==> src/core/uie_defines.vh <==
`ifndef UIE_DEFINES_VH
`define UIE_DEFINES_VH
// Register byte offsets on the AXI4-Lite slave
`define UIE_OFF_IEN_A   8'h00
`define UIE_OFF_FCR_A   8'h04
`define UIE_OFF_IID_A   8'h08
`define UIE_OFF_LSR_A   8'h0C
`define UIE_OFF_IEN_B   8'h10
`define UIE_OFF_FCR_B   8'h14
`define UIE_OFF_IID_B   8'h18
`define UIE_OFF_LSR_B   8'h1C
// Interrupt enable fields
`define UIE_IEN_RX      0
`define UIE_IEN_TX      1
`define UIE_IEN_LS      2
`define UIE_IEN_MS      3
`define UIE_IEN_RST     4'h0
// FIFO control fields
`define UIE_FCR_EN      0
`define UIE_FCR_DMA     3
`define UIE_FCR_RST     8'h00
// Identification codes, bits 3:0
`define UIE_ID_NONE     4'h1
`define UIE_ID_LS       4'h6
`define UIE_ID_RX       4'h4
`define UIE_ID_TX       4'h2
`define UIE_ID_MS       4'h0
// Bus answers
`define UIE_RESP_OKAY   2'h0
`define UIE_RESP_SLVERR 2'h2
`define UIE_FIFO_DEPTH  5'h10
`endif

==> src/core/uie_top.v <==
`timescale 1ns/1ps
`include "uie_defines.vh"

////////////////////////////////////////////////////////////////////////////////
module uie_chan (
    clk,
    rst_n,
    ien_wr,
    fcr_wr,
    wdata,
    iid_rd,
    tx_wr,
    tx_count,
    tsr_empty,
    rx_count,
    rx_level,
    rx_err_any,
    ls_err,
    ms_delta,
    ien_q,
    fcr_q,
    iid_q,
    lsr_q,
    irq,
    tx_ready_out_n,
    rx_ready_out_n
);
    input            clk;
    input            rst_n;
    input            ien_wr;
    input            fcr_wr;
    input      [7:0] wdata;
    input            iid_rd;
    input            tx_wr;
    input      [4:0] tx_count;
    input            tsr_empty;
    input      [4:0] rx_count;
    input      [4:0] rx_level;
    input            rx_err_any;
    input      [3:0] ls_err;
    input      [3:0] ms_delta;
    output     [3:0] ien_q;
    output     [7:0] fcr_q;
    output     [7:0] iid_q;
    output     [7:0] lsr_q;
    output           irq;
    output           tx_ready_out_n;
    output           rx_ready_out_n;

    reg        [3:0] ien_r;
    reg        [7:0] fcr_r;
    reg              tx_irq_r;
    reg              tx_empty_d_r;
    reg              tx_empty_irq_n_r;
    reg              rx_ready_irq_n_r;
    reg        [7:0] iid_r;
    reg        [3:0] id_nxt;

    wire fifo_en  = fcr_r[`UIE_FCR_EN];
    wire dma1     = fifo_en & fcr_r[`UIE_FCR_DMA];
    wire tx_empty = (tx_count == 5'h00);
    wire rx_has   = (rx_count != 5'h00);
    wire tx_full  = (tx_count == `UIE_FIFO_DEPTH);
    // Character mode is a one-deep FIFO, so count>=1 means holding data
    wire rx_trig  = fifo_en ? (rx_count >= rx_level) : rx_has;
    wire tx_empty_rise = tx_empty & ~tx_empty_d_r;

    wire ms_int = ien_r[`UIE_IEN_MS] & (|ms_delta);
    wire ls_int = ien_r[`UIE_IEN_LS] & (|ls_err);
    wire rx_int = ien_r[`UIE_IEN_RX] & rx_trig;
    wire tx_int = ien_r[`UIE_IEN_TX] & tx_irq_r;

    always @(posedge clk or negedge rst_n) begin
        if (!rst_n) begin
            ien_r        <= `UIE_IEN_RST;
            fcr_r        <= `UIE_FCR_RST;
            tx_irq_r     <= 1'b0;
            tx_empty_d_r <= 1'b0;
            tx_empty_irq_n_r    <= 1'b1;
            rx_ready_irq_n_r    <= 1'b1;
        end else begin
            if (ien_wr)
                ien_r <= wdata[3:0];
            if (fcr_wr)
                fcr_r <= {wdata[7:6], 2'b00, wdata[3:0]};
            tx_empty_d_r <= tx_empty;
            // New emptiness wins over a clear in the same cycle
            if (tx_empty_rise)
                tx_irq_r <= 1'b1;
            else if (iid_rd | tx_wr)
                tx_irq_r <= 1'b0;
            else if (!tx_empty)
                tx_irq_r <= 1'b0;
            if (dma1)
                tx_empty_irq_n_r <= tx_full;
            else if (tx_empty)
                tx_empty_irq_n_r <= 1'b0;
            else if (tx_wr)
                tx_empty_irq_n_r <= 1'b1;
            if (!rx_has)
                rx_ready_irq_n_r <= 1'b1;
            else if (dma1 ? rx_trig : 1'b1)
                rx_ready_irq_n_r <= 1'b0;
        end
    end

    always @* begin
        if (ls_int)
            id_nxt = `UIE_ID_LS;
        else if (rx_int)
            id_nxt = `UIE_ID_RX;
        else if (tx_int)
            id_nxt = `UIE_ID_TX;
        else if (ms_int)
            id_nxt = `UIE_ID_MS;
        else
            id_nxt = `UIE_ID_NONE;
    end

    always @* begin
        iid_r = {fifo_en, fifo_en, 2'b00, id_nxt};
    end

    assign ien_q = ien_r;
    assign fcr_q = fcr_r;
    assign iid_q = iid_r;
    assign lsr_q = {rx_err_any & fifo_en,
                    tx_empty & tsr_empty,
                    tx_empty,
                    ls_err,
                    rx_has};
    assign irq = ms_int | ls_int | rx_int | tx_int;
    assign tx_ready_out_n = tx_empty_irq_n_r;
    assign rx_ready_out_n = rx_ready_irq_n_r;
endmodule // uie_chan

////////////////////////////////////////////////////////////////////////////////
module uie_top (
    clk,
    nrst,
    s_axi_awaddr,
    s_axi_awvalid,
    s_axi_awready,
    s_axi_wdata,
    s_axi_wstrb,
    s_axi_wvalid,
    s_axi_wready,
    s_axi_bresp,
    s_axi_bvalid,
    s_axi_bready,
    s_axi_araddr,
    s_axi_arvalid,
    s_axi_arready,
    s_axi_rdata,
    s_axi_rresp,
    s_axi_rvalid,
    s_axi_rready,
    tx_wr_a,
    tx_count_a,
    tsr_empty_a,
    rx_count_a,
    rx_level_a,
    rx_err_a,
    ls_err_a,
    ms_delta_a,
    tx_wr_b,
    tx_count_b,
    tsr_empty_b,
    rx_count_b,
    rx_level_b,
    rx_err_b,
    ls_err_b,
    ms_delta_b,
    irq_out_chan_a,
    irq_out_chan_b,
    tx_ready_out_n_a,
    rx_ready_out_n_a,
    tx_ready_out_n_b,
    rx_ready_out_n_b,
    rx_trig_sel_a,
    rx_trig_sel_b
);
    input             clk;
    input             nrst;
    input      [7:0]  s_axi_awaddr;
    input             s_axi_awvalid;
    output            s_axi_awready;
    input      [31:0] s_axi_wdata;
    input      [3:0]  s_axi_wstrb;
    input             s_axi_wvalid;
    output            s_axi_wready;
    output     [1:0]  s_axi_bresp;
    output            s_axi_bvalid;
    input             s_axi_bready;
    input      [7:0]  s_axi_araddr;
    input             s_axi_arvalid;
    output            s_axi_arready;
    output     [31:0] s_axi_rdata;
    output     [1:0]  s_axi_rresp;
    output            s_axi_rvalid;
    input             s_axi_rready;
    input             tx_wr_a;
    input      [4:0]  tx_count_a;
    input             tsr_empty_a;
    input      [4:0]  rx_count_a;
    input      [4:0]  rx_level_a;
    input             rx_err_a;
    input      [3:0]  ls_err_a;
    input      [3:0]  ms_delta_a;
    input             tx_wr_b;
    input      [4:0]  tx_count_b;
    input             tsr_empty_b;
    input      [4:0]  rx_count_b;
    input      [4:0]  rx_level_b;
    input             rx_err_b;
    input      [3:0]  ls_err_b;
    input      [3:0]  ms_delta_b;
    output            irq_out_chan_a;
    output            irq_out_chan_b;
    output            tx_ready_out_n_a;
    output            rx_ready_out_n_a;
    output            tx_ready_out_n_b;
    output            rx_ready_out_n_b;
    output     [1:0]  rx_trig_sel_a;
    output     [1:0]  rx_trig_sel_b;

    reg        [1:0]  rst_sync_r;
    reg        [7:0]  awaddr_r;
    reg               aw_have_r;
    reg        [7:0]  wdata_r;
    reg               w_have_r;
    reg               w_lane_r;
    reg               bvalid_r;
    reg        [1:0]  bresp_r;
    reg               rvalid_r;
    reg        [31:0] rdata_r;
    reg        [1:0]  rresp_r;
    reg        [31:0] rd_mux;
    reg               rd_ok;

    wire       rst_n = rst_sync_r[1];
    wire [3:0] ien_a, ien_b;
    wire [7:0] fcr_a, fcr_b, iid_a, iid_b, lsr_a, lsr_b;

    always @(posedge clk or negedge nrst) begin
        if (!nrst)
            rst_sync_r <= 2'b00;
        else
            rst_sync_r <= {rst_sync_r[0], 1'b1};
    end

    ////////////////////////////////////////////////////////////////////////
    // Write path: address and data may arrive in either order
    wire wr_go  = aw_have_r & w_have_r & ~bvalid_r;
    wire wr_ien_a = wr_go & (awaddr_r == `UIE_OFF_IEN_A);
    wire wr_fcr_a = wr_go & (awaddr_r == `UIE_OFF_FCR_A);
    wire wr_ien_b = wr_go & (awaddr_r == `UIE_OFF_IEN_B);
    wire wr_fcr_b = wr_go & (awaddr_r == `UIE_OFF_FCR_B);
    wire wr_ok  = wr_ien_a | wr_fcr_a | wr_ien_b | wr_fcr_b;
    wire rd_go  = s_axi_arvalid & ~rvalid_r;

    assign s_axi_awready = ~aw_have_r & ~bvalid_r;
    assign s_axi_wready  = ~w_have_r & ~bvalid_r;

    always @(posedge clk or negedge rst_n) begin
        if (!rst_n) begin
            awaddr_r  <= 8'h00;
            aw_have_r <= 1'b0;
            wdata_r   <= 8'h00;
            w_have_r  <= 1'b0;
            w_lane_r  <= 1'b0;
            bvalid_r  <= 1'b0;
            bresp_r   <= `UIE_RESP_OKAY;
        end else begin
            if (s_axi_awvalid & s_axi_awready) begin
                awaddr_r  <= {s_axi_awaddr[7:2], 2'b00};
                aw_have_r <= 1'b1;
            end
            if (s_axi_wvalid & s_axi_wready) begin
                // Only byte lane 0 carries register bits
                wdata_r  <= s_axi_wdata[7:0];
                w_have_r <= 1'b1;
                // Lane 0 off: still answered, register left alone
                w_lane_r <= s_axi_wstrb[0];
            end
            if (wr_go) begin
                aw_have_r <= 1'b0;
                w_have_r  <= 1'b0;
                bvalid_r  <= 1'b1;
                bresp_r   <= wr_ok ? `UIE_RESP_OKAY : `UIE_RESP_SLVERR;
            end else if (bvalid_r & s_axi_bready) begin
                bvalid_r <= 1'b0;
            end
        end
    end

    ////////////////////////////////////////////////////////////////////////
    // Read path: identification reads clear a pending transmit interrupt
    wire rd_iid_a = rd_go & ({s_axi_araddr[7:2], 2'b00} == `UIE_OFF_IID_A);
    wire rd_iid_b = rd_go & ({s_axi_araddr[7:2], 2'b00} == `UIE_OFF_IID_B);

    always @* begin
        rd_ok  = 1'b1;
        rd_mux = 32'h0000_0000;
        case ({s_axi_araddr[7:2], 2'b00})
            `UIE_OFF_IEN_A: rd_mux = {28'h0000000, ien_a};
            `UIE_OFF_FCR_A: rd_mux = {24'h000000, fcr_a};
            `UIE_OFF_IID_A: rd_mux = {24'h000000, iid_a};
            `UIE_OFF_LSR_A: rd_mux = {24'h000000, lsr_a};
            `UIE_OFF_IEN_B: rd_mux = {28'h0000000, ien_b};
            `UIE_OFF_FCR_B: rd_mux = {24'h000000, fcr_b};
            `UIE_OFF_IID_B: rd_mux = {24'h000000, iid_b};
            `UIE_OFF_LSR_B: rd_mux = {24'h000000, lsr_b};
            default:        rd_ok  = 1'b0;
        endcase
    end

    assign s_axi_arready = ~rvalid_r;

    always @(posedge clk or negedge rst_n) begin
        if (!rst_n) begin
            rvalid_r <= 1'b0;
            rdata_r  <= 32'h0000_0000;
            rresp_r  <= `UIE_RESP_OKAY;
        end else if (rd_go) begin
            rvalid_r <= 1'b1;
            rdata_r  <= rd_mux;
            rresp_r  <= rd_ok ? `UIE_RESP_OKAY : `UIE_RESP_SLVERR;
        end else if (rvalid_r & s_axi_rready) begin
            rvalid_r <= 1'b0;
        end
    end

    assign s_axi_bvalid = bvalid_r;
    assign s_axi_bresp  = bresp_r;
    assign s_axi_rvalid = rvalid_r;
    assign s_axi_rdata  = rdata_r;
    assign s_axi_rresp  = rresp_r;
    assign rx_trig_sel_a = fcr_a[7:6];
    assign rx_trig_sel_b = fcr_b[7:6];

    ////////////////////////////////////////////////////////////////////////
    // Separate instances keep the channels free of shared state
    uie_chan u_chan_a (
        .clk            (clk),
        .rst_n          (rst_n),
        .ien_wr         (wr_ien_a & w_lane_r),
        .fcr_wr         (wr_fcr_a & w_lane_r),
        .wdata          (wdata_r),
        .iid_rd         (rd_iid_a),
        .tx_wr          (tx_wr_a),
        .tx_count       (tx_count_a),
        .tsr_empty      (tsr_empty_a),
        .rx_count       (rx_count_a),
        .rx_level       (rx_level_a),
        .rx_err_any     (rx_err_a),
        .ls_err         (ls_err_a),
        .ms_delta       (ms_delta_a),
        .ien_q          (ien_a),
        .fcr_q          (fcr_a),
        .iid_q          (iid_a),
        .lsr_q          (lsr_a),
        .irq            (irq_out_chan_a),
        .tx_ready_out_n (tx_ready_out_n_a),
        .rx_ready_out_n (rx_ready_out_n_a)
    );

    uie_chan u_chan_b (
        .clk            (clk),
        .rst_n          (rst_n),
        .ien_wr         (wr_ien_b & w_lane_r),
        .fcr_wr         (wr_fcr_b & w_lane_r),
        .wdata          (wdata_r),
        .iid_rd         (rd_iid_b),
        .tx_wr          (tx_wr_b),
        .tx_count       (tx_count_b),
        .tsr_empty      (tsr_empty_b),
        .rx_count       (rx_count_b),
        .rx_level       (rx_level_b),
        .rx_err_any     (rx_err_b),
        .ls_err         (ls_err_b),
        .ms_delta       (ms_delta_b),
        .ien_q          (ien_b),
        .fcr_q          (fcr_b),
        .iid_q          (iid_b),
        .lsr_q          (lsr_b),
        .irq            (irq_out_chan_b),
        .tx_ready_out_n (tx_ready_out_n_b),
        .rx_ready_out_n (rx_ready_out_n_b)
    );
endmodule // uie_top

==> config.mk <==
export PLATFORM = sky130hd
export DESIGN_NAME = uie_top
export DESIGN_NICKNAME = d
export VERILOG_FILES = /design/src/core/uie_top.v
export VERILOG_INCLUDE_DIRS = /design/src /design/src/core
export SDC_FILE = /design/constraint.sdc
export NUM_CORES = 1
export LEC_CHECK = 0
export ABC_AREA = 1
export BUFFER_PORTS_ARGS = -buffer_cell sky130_fd_sc_hd__buf_2
export CORE_UTILIZATION = 30
export DETAILED_ROUTE_END_ITERATION = 8
export HOLD_SLACK_MARGIN = 0.03
export MAX_ROUTING_LAYER = met4
export PLACE_DENSITY = 0.66
export SLEW_MARGIN = 20
export SYNTH_ARGS = -nofsm -noshare
export SYNTH_HDL_FRONTEND = slang
export SYNTH_SLANG_ARGS = --single-unit
==> constraint.sdc <==
create_clock -name clk -period 1.8 [get_ports clk]
set_clock_uncertainty 0.05 [all_clocks]
set_input_delay 0.09 -clock clk [delete_from_list [all_inputs] [get_ports clk]]
set_output_delay 0.09 -clock clk [all_outputs]
set_load 0.01 [all_outputs]
==> results.cfg <==
[worst_setup_path]
critical_path.endpoint_type = output port
cp_common_cell = nand3_1
worst_path_largest_cell_delay_ps = 450
critical_path_rt_ps = 1660
worst_r2r_path_depth = 5
path_cells = nand2_1, nor2_1, nand3_1, nand3_1, nand3_1, buf_2
worstSetupStartpointType = flip-flop
timing.critical_path.arrival_ps = 1490
critical_path.max_fanout = 7
critical-path-slowest-cell = dfrtp_2
critPathKind = flip-flop to output port

[global_routing]
global_route.overflow_total = 0
grt_antenna_before_repair = 0
grt_pass1_wl_mm = 14.0
total_global_routing_track_utilization_pct = 16.1
number_of_global_route_vias_before_repair = 3023
maximum_number_of_pins_on_one_net_before_global_route_repair = 56

[sta]
fin_tns_setup_ps = 0
rsz_0062_raised_after_global_routing = false
max_freq_mhz = 614
max-slew-margin-rel_pct = 64.8
tightestPinTransition_ps = 524
final.setup.worst_slack_ps = 171
final.period_utilization_pct = 90.5
final_period_minus_worst_setup_slack_ps = 1630
final-setup-viol-count = 0
final_max_slew_viol_count = 0
worst_hold_slack_ps = 47.3
finalHoldViolCount = 0

[clock_network]
cts_max_path_bufs = 2
clock-sinks = 57
htreeDepth = 3
tritoncts.num_buffers = 9
cts_root_buf = clkbuf_8
cts_tree = yes
path_clk_slew_ps = 60
insertion_delay_ps = 330

[synth]
mux_cell_area_share_after_synthesis_pct = 1.36
yosys-top-cells-area = dfrtp_1 (40%), nand2_1 (13%), buf_4 (6.8%), inv_1 (5.8%), nor2_1 (5.1%)
largest_family_of_logic_cells_by_synthesized_area = simple AND/OR/NAND/NOR gates
synth_largest_type_area_fraction_pct = 40.2
synth_async_reset_ratio_pct = 100
synth_register_bits = 57
fraction_of_the_mapped_netlist_area_in_compound_gates_pct = 10.8
yosys.area_share.simple_pct = 26.7
post_synth_xor_area_fraction_pct = 0
synth.cell_area_um2 = 3300
post_synth_fa_ha_maj_area_fraction_pct = 3.79
post_synth_inst_count = 420
yosys_most_used_dff = dfrtp_1
postSynthAreaPerCell_um2 = 7.86
yosysMostFrequentCell = nand2_1
synth-seq-area-share_pct = 43.3
synth_enable_flop_cells = 0
ys_top_cells_by_count = nand2_1 (111), dfrtp_1 (53), inv_1 (51)
synth_cell_type_count = 39
synth_area_leader_cell = dfrtp_1
yosysWarningCount = 0

[routing]
route.antenna.remaining_nets = 0
detail_route.first_pass.iterations = 4
drt_drc_violations_left = 0
initialDrtViolationCount = 96
via_per_inst = 4.51
num_vias = 3128
wirelength_mm = 8.44
wirelength_per_cell_um = 12.2

[pwr]
total_leakage_power_nw = 2.28
powerDensity_nw_per_um2 = 963
ir_worst_vdd_mv = 0.724

[flow_run]
drv_cap = 0

[cells_and_area]
multiInputGateArea_um2 = 1510
finish.net_count = 674
finalInstanceArea_um2 = 4260
area_growth_syn_to_layout_pct = 29.1
drive_gt1_share_pct = 27.8
antennaDiodeCount = 0
ff_latch_area_um2 = 1430
fillCellCount = 1065
fin_util_pct = 40.6

[place]
post-place-ws_ps = 223
placed_area_um2 = 3880
count_of_buffers_from_port_buffering = 102
dp_hpwl_mm = 6.41
gp_congestion = 0.926

[min_path]
hold-path-cell-count = 4
hp-class = primary input to flip-flop

[floorplanning]
fp.dieW_um = 107
start_util_pct = 31.4
core_um2 = 10500
io_pins = 162
placementRows = 37
fp.dieArea_um2 = 11400
chipHeight_um = 107

[run_status]
status = finished, final reports clean
[stage by stage]
step	cells	power, mW
final	694	4.11
after global routing	694	4.42
after CTS	694	4.15
after detailed placement	655	3.12
after global placement	655	3.07
after floorplan	445	2.71
[timing repair]
action | CTS | global route
hold buffers | 23 | 0
buffers inserted | 0 | 0
resized for setup | 0 | 1
hold endpoints to repair | 23 | 0
endpoints found under the setup margin | 0 | 1
[area by class of cell]
cell class	count	area share (%)
multi-input cells	301	35.4
flip-flops and latches	57	33.6
repair buffers	131	18.7
inverters	53	4.67
well taps	136	3.99
clock buffers	15	3.44
clock inverters	1	0.117
[routing by layer]
| metal | GRT usage (%) | part of all wire (%) | up-vias |
|---|---|---|---|
| met5 | - | 0 | - |
| li1 | - | - | 1556 |
| met2 | 27.5 | 49 | 133 |
| met4 | 4.89 | 1.7 | 0 |
| met1 | 18.7 | 43 | 1425 |
| met3 | 4.07 | 5.9 | 14 |
[path summary, 6_finish.rpt]
check,start,to,slack [ps]
worst max-delay path,u_chan_b.fcr_q[0],irq_out_chan_b,170
worst min-delay path,rx_count_a[0],u_chan_a.rx_ready_out_n,50
worst max register to register,u_chan_a.fcr_q[0],u_chan_a.tx_ready_out_n,220
worst min register to register,rst_sync_r[1],u_chan_a.ien_q[2],220
max in group asynchronous,nrst,rst_sync_r[1],1000
min in group asynchronous,rst_sync_r[1],u_chan_a.ien_q[2],220
[state kept, by name (all words and copies together) (netlist names), 2 cells and up]
signal / cells
awaddr_r: 6
rst_sync_r: 2
s_axi_rdata: 8
u_chan_a.fcr_q: 6
u_chan_a.ien_q: 4
u_chan_b.fcr_q: 6
u_chan_b.ien_q: 4
wdata_r: 6
[where the power goes]
part	leakage, nW	total, mW	switching (mW)	internal (mW)
sequential	0.714	1.84	0.224	1.62
clock	0.0757	0.978	0.477	0.501
combinational	1.49	1.29	0.772	0.515
[cells by family after synthesis]
group	count (synthesis)
buffers and inverters	87
AOI/OAI and AO/OA	56
muxes	4
DFF	57
other	2
adders and majority gates	10
and+or+nand+nor	204
[critical path, delay by kind of cell (launching register included)]
| family | cells | cell delay [ps] |
|---|---|---|
| simple gates | 5 | 540 |
| flops | 1 | 450 |
| buf+inv | 1 | 160 |
[cell usage in the layout (no fill, tap or decap), types with 6 or more instances in the layout]
master / n
nand2_1: 111
buf_2: 102
inv_1: 51
dfrtp_1: 51
nor2_1: 45
conb_1: 27
dlygate4sd3_1: 23
nand3_1: 21
a21oi_1: 17
o21ai_0: 16
o21ai_2: 12
ha_1: 10
nand4_1: 9
clkbuf_8: 9
clkbuf_1: 6
(Power assumes the default switching activity.)
